## config.mk

```make
export PLATFORM = sky130hd
export DESIGN_NAME = ptl_target
export DESIGN_NICKNAME = d
export VERILOG_FILES = /design/src/hw/ptl_ram.v /design/src/hw/ptl_fifo.v /design/src/hw/ptl_target.v
export VERILOG_INCLUDE_DIRS = /design/src /design/src/hw
export SDC_FILE = /design/constraint.sdc
export NUM_CORES = 1
export LEC_CHECK = 0
export ABC_AREA = 1
export BUFFER_PORTS_ARGS = -buffer_cell sky130_fd_sc_hd__buf_2
export CORE_MARGIN = 2
export CORE_UTILIZATION = 45
export CTS_CLUSTER_DIAMETER = 30
export DETAILED_ROUTE_END_ITERATION = 7
export PLACE_DENSITY = 0.62
export SLEW_MARGIN = 25
export SYNTH_ARGS = -nofsm -noshare
export SYNTH_HDL_FRONTEND = slang
export SYNTH_SLANG_ARGS = --single-unit
```

## constraint.sdc

```tcl
create_clock -name clk_sys_in -period 6.25 [get_ports clk_sys_in]
set_input_delay 0.625 -clock clk_sys_in [delete_from_list [all_inputs] [get_ports clk_sys_in]]
set_output_delay 0.625 -clock clk_sys_in [all_outputs]
set_load 0.02 [all_outputs]
```

## src/hw/ptl_regs.vh

```
// Purpose: Shared constants of the PCI target with lock and fast back-to-back support
// Assumes: Included by bare name from the target and the bench
// Notes: Definitions only; no logic lives here
`ifndef PTL_REGS_VH
`define PTL_REGS_VH

// ==========================================================
// Bus command codes (C/BE# during the address phase)
`define PTL_CMD_MEM_RD 4'h6
`define PTL_CMD_MEM_WR 4'h7
`define PTL_CMD_RD_MULT 4'hC
`define PTL_CMD_RD_LINE 4'hE
`define PTL_CMD_WR_INV 4'hF

// ==========================================================
// Decode window parameter defaults (arbitrary neutral values)
`define PTL_BAR_BASE 32'h1000_0000
`define PTL_BAR_MASK 32'hFFFF_F000

// ==========================================================
// Buffer shape and address stepping
`define PTL_FIFO_DEPTH 8
`define PTL_FIFO_AW 3
`define PTL_ADDR_STEP 32'h0000_0004

`endif

```

## src/hw/ptl_ram.v

```verilog
// Purpose: Small dual-port word store behind the write buffer
// Assumes: Single clock, write and read ports independent
// Notes: Read data comes out of a register, one cycle after the read request
`timescale 1ns/1ps

module ptl_ram #(
  parameter W = 68,
  parameter AW = 3
) (
  input wire clk_sys_in,
  input wire reset_in,
  input wire ce_in,
  input wire wr_en_in,
  input wire [AW-1:0] wr_addr_in,
  input wire [W-1:0] wr_data_in,
  input wire rd_en_in,
  input wire [AW-1:0] rd_addr_in,
  output reg [W-1:0] rd_data_out
);

  // Storage array, no reset needed
  reg [W-1:0] mem_reg [0:(1<<AW)-1];

  // ==========================================================
  // Write port
  always @(posedge clk_sys_in) begin
    if (ce_in && wr_en_in) begin
      mem_reg[wr_addr_in] <= wr_data_in;
    end
  end

  // ==========================================================
  // Registered read port; cleared so the output is defined from reset
  always @(posedge clk_sys_in) begin
    if (reset_in) begin
      rd_data_out <= {W{1'b0}};
    end else if (ce_in && rd_en_in) begin
      rd_data_out <= mem_reg[rd_addr_in];
    end
  end

endmodule

```

## src/hw/ptl_fifo.v

```verilog
// Purpose: Write-data buffer between the PCI side and the user side
// Assumes: Same clock on both sides; valid/ready handshakes
// Notes: Holds DEPTH words in the store plus one in the output register
`timescale 1ns/1ps

module ptl_fifo #(
  parameter W = 68,
  parameter DEPTH = 8,
  parameter AW = 3
) (
  input wire clk_sys_in,
  input wire reset_in,
  input wire ce_in,
  input wire in_valid_in,
  output wire in_ready_out,
  input wire [W-1:0] in_data_in,
  output reg out_valid_out,
  input wire out_ready_in,
  output wire [W-1:0] out_data_out,
  output wire [AW:0] level_out
);

  reg [AW-1:0] wptr_reg; // Next slot to write
  reg [AW-1:0] rptr_reg; // Next slot to read
  reg [AW:0] count_reg; // Words held in the store
  wire push; // Accepted input word
  wire pop; // Store word moved to output register

  // Full is honest: refused once DEPTH words sit in the store
  assign in_ready_out = (count_reg < DEPTH[AW:0]);
  assign push = in_valid_in && in_ready_out;
  // Refill the output register when it is empty or being drained
  assign pop = (count_reg != {(AW+1){1'b0}}) && (!out_valid_out || out_ready_in);
  assign level_out = count_reg;

  // ==========================================================
  // Store instance; its read register is the output data
  ptl_ram #(.W(W), .AW(AW)) u_ram (
    .clk_sys_in(clk_sys_in),
    .reset_in(reset_in),
    .ce_in(ce_in),
    .wr_en_in(push),
    .wr_addr_in(wptr_reg),
    .wr_data_in(in_data_in),
    .rd_en_in(pop),
    .rd_addr_in(rptr_reg),
    .rd_data_out(out_data_out)
  );

  // ==========================================================
  // Pointers, count and output valid
  always @(posedge clk_sys_in) begin
    if (reset_in) begin
      wptr_reg <= {AW{1'b0}};
      rptr_reg <= {AW{1'b0}};
      count_reg <= {(AW+1){1'b0}};
      out_valid_out <= 1'b0;
    end else if (ce_in) begin
      if (push) begin
        wptr_reg <= wptr_reg + 1'b1;
      end
      if (pop) begin
        rptr_reg <= rptr_reg + 1'b1;
      end
      // Simultaneous push and pop leave the count alone
      if (push && !pop) begin
        count_reg <= count_reg + 1'b1;
      end else if (pop && !push) begin
        count_reg <= count_reg - 1'b1;
      end
      if (pop) begin
        out_valid_out <= 1'b1;
      end else if (out_ready_in) begin
        out_valid_out <= 1'b0;
      end
    end
  end

endmodule

```

## src/hw/ptl_target.v

```verilog
// Purpose: PCI target with exclusive lock handling and same-target fast back-to-back writes
// Assumes: PCI pins are synchronous to clk_sys_in, so they are sampled without synchronisers
// Notes: Writes land in an 8-word buffer plus its output register; reads fetch words from the user side
`timescale 1ns/1ps
`include "ptl_regs.vh"

module ptl_target #(
  parameter [31:0] BAR_BASE = `PTL_BAR_BASE,
  parameter [31:0] BAR_MASK = `PTL_BAR_MASK,
  parameter DEPTH = `PTL_FIFO_DEPTH,
  parameter AW = `PTL_FIFO_AW
) (
  input wire clk_sys_in,
  input wire reset_in,
  input wire ce_in,
  input wire pci_frame_n_in,
  input wire pci_irdy_n_in,
  input wire pci_lock_n_in,
  input wire [31:0] pci_ad_in,
  input wire [3:0] pci_cbe_n_in,
  output reg [31:0] pci_ad_out,
  output reg pci_ad_oe_out,
  output reg pci_trdy_n_out,
  output reg pci_trdy_oe_out,
  output reg pci_devsel_n_out,
  output reg pci_devsel_oe_out,
  output reg pci_stop_n_out,
  output reg pci_stop_oe_out,
  output wire wr_valid_out,
  input wire wr_ready_in,
  output wire [31:0] wr_addr_out,
  output wire [31:0] wr_data_out,
  output wire [3:0] wr_be_out,
  output reg [31:0] rd_addr_out,
  output reg rd_strobe_out,
  input wire [31:0] rd_data_in,
  output reg locked_out
);

  // ==========================================================
  // States
  localparam [2:0] S_IDLE = 3'b000; // Bus idle or someone else's cycle
  localparam [2:0] S_CLAIM = 3'b001; // Locked: wait one clock before claiming or retrying
  localparam [2:0] S_WDATA = 3'b010; // Write data phases
  localparam [2:0] S_RWAIT = 3'b011; // Read: fetch next word, TRDY# high
  localparam [2:0] S_RDATA = 3'b100; // Read: word on AD, TRDY# low
  localparam [2:0] S_RETRY = 3'b101; // STOP# without TRDY#
  localparam [2:0] S_TURN = 3'b110; // Signals driven high one clock, then released

  localparam FW = 68; // Buffer word: address, byte enables, data

  reg [2:0] state_reg; // Transaction state
  reg frame_q_reg; // FRAME# seen on the previous edge
  reg first_reg; // High on the clock right after our address phase
  reg cmd_wr_reg; // Current transaction is a write
  reg lock_cand_reg; // Current transaction belongs to the lock holder
  reg [31:0] addr_reg; // Running word address

  wire addr_phase; // FRAME# newly low: an address phase
  wire hit; // Address phase decodes to us
  wire xfer; // Data phase completes this edge
  wire push; // Write word goes into the buffer
  wire [AW:0] level; // Words held in the buffer
  wire space_next; // Room for one more word after this edge
  wire fifo_in_ready; // Buffer accept
  wire [FW-1:0] fifo_out; // Buffer head

  // ==========================================================
  // Memory command decode; only memory commands are claimed
  function ptl_is_cmd;
    input [3:0] cmd;
    begin
      ptl_is_cmd = (cmd == `PTL_CMD_MEM_RD) || (cmd == `PTL_CMD_MEM_WR) ||
        (cmd == `PTL_CMD_RD_MULT) || (cmd == `PTL_CMD_RD_LINE) ||
        (cmd == `PTL_CMD_WR_INV);
    end
  endfunction

  // Write commands carry a one in bit 0
  function ptl_is_wr;
    input [3:0] cmd;
    begin
      ptl_is_wr = cmd[0];
    end
  endfunction

  // ==========================================================
  // Address phase detection. A falling FRAME# is used rather than an idle
  // bus, so an address driven straight after our own last write data phase
  // is caught too. No idle-cycle check is made, which is only safe because
  // initiators skip the idle solely for a write followed by the same target.
  assign addr_phase = !pci_frame_n_in && frame_q_reg;
  assign hit = addr_phase && ptl_is_cmd(pci_cbe_n_in) &&
    (((pci_ad_in ^ BAR_BASE) & BAR_MASK) == 32'h0000_0000);

  assign xfer = ((state_reg == S_WDATA) || (state_reg == S_RDATA)) &&
    !pci_trdy_n_out && !pci_irdy_n_in;
  assign push = (state_reg == S_WDATA) && xfer;
  // Counting the incoming word but not the outgoing one keeps TRDY# safe
  assign space_next = (level + {{AW{1'b0}}, push}) < DEPTH[AW:0];

  // ==========================================================
  // Write buffer; a stalled user side backs up into TRDY# wait states
  ptl_fifo #(.W(FW), .DEPTH(DEPTH), .AW(AW)) u_fifo (
    .clk_sys_in(clk_sys_in),
    .reset_in(reset_in),
    .ce_in(ce_in),
    .in_valid_in(push),
    .in_ready_out(fifo_in_ready),
    .in_data_in({addr_reg, ~pci_cbe_n_in, pci_ad_in}),
    .out_valid_out(wr_valid_out),
    .out_ready_in(wr_ready_in),
    .out_data_out(fifo_out),
    .level_out(level)
  );

  assign wr_addr_out = fifo_out[67:36];
  assign wr_be_out = fifo_out[35:32];
  assign wr_data_out = fifo_out[31:0];

  // ==========================================================
  // Target sequencer and lock tracking
  always @(posedge clk_sys_in) begin
    if (reset_in) begin
      state_reg <= S_IDLE;
      frame_q_reg <= 1'b1;
      first_reg <= 1'b0;
      cmd_wr_reg <= 1'b0;
      lock_cand_reg <= 1'b0;
      addr_reg <= 32'h0000_0000;
      pci_ad_out <= 32'h0000_0000;
      pci_ad_oe_out <= 1'b0;
      pci_trdy_n_out <= 1'b1;
      pci_trdy_oe_out <= 1'b0;
      pci_devsel_n_out <= 1'b1;
      pci_devsel_oe_out <= 1'b0;
      pci_stop_n_out <= 1'b1;
      pci_stop_oe_out <= 1'b0;
      rd_addr_out <= 32'h0000_0000;
      rd_strobe_out <= 1'b0;
      locked_out <= 1'b0;
    end else if (ce_in) begin
      frame_q_reg <= pci_frame_n_in;
      first_reg <= 1'b0;
      rd_strobe_out <= 1'b0;
      rd_addr_out <= addr_reg;

      // LOCK# low on the clock after a read's address phase starts a lock
      if (first_reg && !pci_lock_n_in && !cmd_wr_reg) begin
        lock_cand_reg <= 1'b1;
      end
      // Both high together: the holder has given up the lock
      if (locked_out && pci_frame_n_in && pci_lock_n_in) begin
        locked_out <= 1'b0;
      end
      // Lock only sticks once a data phase really completes; set beats clear
      if (xfer && lock_cand_reg) begin
        locked_out <= 1'b1;
      end

      case (state_reg)
        S_IDLE, S_TURN: begin
          // Release the sustained signals after their one high clock
          pci_trdy_oe_out <= 1'b0;
          pci_devsel_oe_out <= 1'b0;
          pci_stop_oe_out <= 1'b0;
          state_reg <= S_IDLE;
          if (hit) begin
            addr_reg <= {pci_ad_in[31:2], 2'b00};
            // The fetch address must not lag addr_reg, or the first read word is stale
            rd_addr_out <= {pci_ad_in[31:2], 2'b00};
            cmd_wr_reg <= ptl_is_wr(pci_cbe_n_in);
            first_reg <= 1'b1;
            // Only the holder shows LOCK# high while locked; others find it held low
            lock_cand_reg <= locked_out && pci_lock_n_in;
            if (locked_out) begin
              // Owner or intruder is known now; the answer goes out next clock
              state_reg <= S_CLAIM;
            end else if (ptl_is_wr(pci_cbe_n_in)) begin
              state_reg <= S_WDATA;
              pci_devsel_n_out <= 1'b0;
              pci_devsel_oe_out <= 1'b1;
              pci_trdy_oe_out <= 1'b1;
              pci_stop_oe_out <= 1'b1;
              pci_trdy_n_out <= !space_next;
            end else begin
              // AD needs a turnaround clock before we drive it
              state_reg <= S_RWAIT;
              pci_devsel_n_out <= 1'b0;
              pci_devsel_oe_out <= 1'b1;
              pci_trdy_oe_out <= 1'b1;
              pci_stop_oe_out <= 1'b1;
              pci_trdy_n_out <= 1'b1;
            end
          end
        end

        S_CLAIM: begin
          pci_devsel_n_out <= 1'b0;
          pci_devsel_oe_out <= 1'b1;
          pci_trdy_oe_out <= 1'b1;
          pci_stop_oe_out <= 1'b1;
          if (lock_cand_reg) begin
            // Holder's access: served normally and the lock is kept
            lock_cand_reg <= 1'b1;
            if (cmd_wr_reg) begin
              state_reg <= S_WDATA;
              pci_trdy_n_out <= !space_next;
            end else begin
              state_reg <= S_RDATA;
              pci_ad_out <= rd_data_in;
              pci_ad_oe_out <= 1'b1;
              pci_trdy_n_out <= 1'b0;
              rd_strobe_out <= 1'b1;
            end
          end else begin
            // Anyone else is told to retry; no data moves
            state_reg <= S_RETRY;
            // The owner's LOCK# low must not arm a lock for an intruder
            lock_cand_reg <= 1'b0;
            pci_stop_n_out <= 1'b0;
            pci_trdy_n_out <= 1'b1;
          end
        end

        S_WDATA: begin
          if (xfer && pci_frame_n_in) begin
            // Last word latched: drive high, turn around next clock
            state_reg <= S_TURN;
            pci_trdy_n_out <= 1'b1;
            pci_devsel_n_out <= 1'b1;
          end else begin
            if (xfer) begin
              addr_reg <= addr_reg + `PTL_ADDR_STEP;
            end
            // Hold off while the buffer is full, resume once it drains
            pci_trdy_n_out <= !space_next;
          end
        end

        S_RWAIT: begin
          // rd_data_in answers the address shown during this clock
          state_reg <= S_RDATA;
          pci_ad_out <= rd_data_in;
          pci_ad_oe_out <= 1'b1;
          pci_trdy_n_out <= 1'b0;
          rd_strobe_out <= 1'b1;
        end

        S_RDATA: begin
          if (xfer && pci_frame_n_in) begin
            state_reg <= S_TURN;
            pci_trdy_n_out <= 1'b1;
            pci_devsel_n_out <= 1'b1;
            pci_ad_oe_out <= 1'b0;
          end else if (xfer) begin
            // Each further word costs one wait state for the fetch
            state_reg <= S_RWAIT;
            addr_reg <= addr_reg + `PTL_ADDR_STEP;
            // Next fetch address goes out now so rd_data_in is ready in S_RWAIT
            rd_addr_out <= addr_reg + `PTL_ADDR_STEP;
            pci_trdy_n_out <= 1'b1;
          end
        end

        S_RETRY: begin
          // STOP# stays until the initiator drops FRAME#
          if (pci_frame_n_in) begin
            state_reg <= S_TURN;
            pci_stop_n_out <= 1'b1;
            pci_devsel_n_out <= 1'b1;
          end
        end

        default: begin
          state_reg <= S_IDLE;
        end
      endcase
    end
  end

endmodule

```

==> results.toml <==
[setup_path]
timing.rr.start = "state_reg[0]"
end_kind = "flop"
crit_start = "ce_in"
cp_max_fo = 45
path_class = "in -> reg"
critPathArrivalTime_ps = 3970
required_ps = 6850
start_kind = "input pin"

[finish]
area_growth_syn_to_layout_pct = 22.9
layout_common_cells = "544 x edfxtp_1, 507 x o21ai_0, 441 x nor2_1"
largest_register_ffs = 544
final_cells = 3915
layout.nets = 3020
drive_gt1_share_pct = 16.9
multi_input_area_mm2 = 0.00830
final_common_cell = "edfxtp_1"
register_area_mm2 = 0.0201
fillers = 5355
fin_area_mm2 = 0.0362

[timing]
finalMaxSlewViolations = 0
rsz0062_at_grt = "no"
layout_setup_ws_ps = 2870
fmax_mhz = 296
fin_crit_ps = 3380
whs_ps = 164
layout_worst_path_cycle_share_pct = 54.1
tightest_slew_ps = 998
finalSetupViolations = 0
skew_ps = 30.4
worst_slew_margin_rel_pct = 33.5
fin_tns_setup_ps = 0
final_hold_viol_count = 0

[cts]
clk_pin_slew_ps = 50
clock-root-buffer = "clkbuf_16"
cts_buffers = 143
clockBufferDepth = 3
cts_sinks = 733
cts_tree = "yes"
clock_latency_ps = 720
postCtsHoldBufs = 0
cts_resized = 0
cts.htree.levels = 4
cts_setup_buffers = 0

[synth]
synth_edf_count = 544
synth_warnings = 0
synthesis.area_mm2 = 0.0295
async_reset_ff_share_pct = 0
ys.flop_type = "edfxtp_1"
synth.yosys.seq_area_share_pct = 68.3
syn_area_per_cell_um2 = 10.8
synth_fp_nets = 2819
ys_ff_latch = 733
ys_types = 42
syn_inst = 2737

[run_status]
status = "completed"

[placement]
dpl.hpwl_um = 44800
io_buffers = 216
gp_congestion = 0.893
pre_cts_ws_ps = 2280
placed_area_mm2 = 0.0312
dp.cells = 3648

[die]
dieArea_mm2 = 0.0676
die_width_um = 260
coreArea_mm2 = 0.0646
placementRows = 93
start_util_pct = 45.6
io_pins = 217
die_y_um = 260

[run]
cap_violations = 0

[detailed_routing]
via_per_inst = 5.63
num_vias = 22000
wl_per_cell_um = 20.2
dr.pass1.iters = 5
drcViolationCount = 0
drt-total-wl_um = 79100
ant_nets = 0
first_iter_violations = 1874

[power_and_ir_drop]
vdd_ir_drop_max_mv = 0.267
power_density_mw_per_mm2 = 455
power.leakage_uw = 0.0132

[global_route]
grt.overflow.total = 0
grt_pass1_wl_um = 121000
grt_use_total_pct = 23.3
first_global_vias = 21500
antenna_found_initial = 2
grt_max_degree = 108

[worst_hold_path]
hold_path.class = "in -> reg"
min_from = "rd_data_in[11]"
## cells in the mapped netlist, types with 3 or more instances
library cell	number	area (um2)
o21ai_0	507	2540
nor3_1	14	70.1
nor2_1	442	1660
nand2_1	283	1060
ha_1	6	75.1
a31oi_1	9	56.3
xnor2_1	5	43.8
nand4_1	11	68.8
buf_2	19	95.1
o221ai_1	68	596
nand3b_1	7	52.6
nand3_1	74	370
edfxtp_1	544	16300
buf_4	4	30.0
dfxtp_1	189	3780
o22ai_1	69	432
xor2_1	5	43.8
o21ai_1	10	50.1
a21oi_1	184	921
buf_1	12	45.0
o211ai_1	3	22.5
inv_1	90	338
clkbuf_1	156	586
inv_2	3	11.3
## critical path: stages
cell      delay (ps)
buf_2            100
buf_4            270
inv_1            350
buf_4            410
a31oi_1          110
nand2_1          690
clkinv_1         980
nor2_1           340
nor2_1            80
## layer usage
metal	wire length, um	vias up	GRT usage, %	part of all wire (%)
met5	0	-	0	0
met4	1870	0	8.41	2.4
met3	5860	145	5.13	7.4
met2	37600	882	37.5	48
met1	33800	10700	31.0	43
li1	-	10300	-	-
## layout make-up
cell class | instances | area share, %
Clock buffer | 161 | 10.4
Timing Repair Buffer | 249 | 3.75
Antenna cell | 1 | 0.00691
Multi-Input combinational cell | 1717 | 22.9
Sequential cell | 733 | 55.6
Tap cell | 855 | 2.95
Inverter | 94 | 1.00
Clock inverter | 105 | 3.43
## cell families (layout without fill, tap and decap cells)
kind of cell | count (synthesis) | after routing | share of synthesized area, %
AO/OA/AOI/OAI | 858 | 858 | 15.9
AND/OR/NAND/NOR | 842 | 842 | 11.4
flip-flops | 733 | 733 | 68.3
buffers and inverters | 287 | 609 | 3.82
XOR/XNOR | 10 | 10 | 0.297
adder cells (fa/ha/maj) | 7 | 7 | 0.323
other | 0 | 1 | 0
## metrics by stage
step                      utilization, %  power (uW)
after floorplan                        -        7740
after global placement              48.3        8690
after detailed placement            48.3        8770
after CTS                           56.1       16600
after global routing                56.1       17200
final                               56.1       16500
## worst paths after layout
| check | end | slack (ps) | depth (start not counted) |
|---|---|---|---|
| max | pci_ad_out[29] | 2870 | 9 |
| min | pci_ad_out[11] | 160 | 3 |
| max reg2reg | pci_ad_out[29] | 3020 | 7 |
| min reg2reg | first_reg | 460 | 2 |
## report_power, final
part | switching (uW) | total, uW | internal, uW
combinational | 2160 | 3020 | 857
clock | 2580 | 7790 | 5210
sequential | 197 | 5660 | 5460
Note: power is estimated with default switching activity, not from simulation.
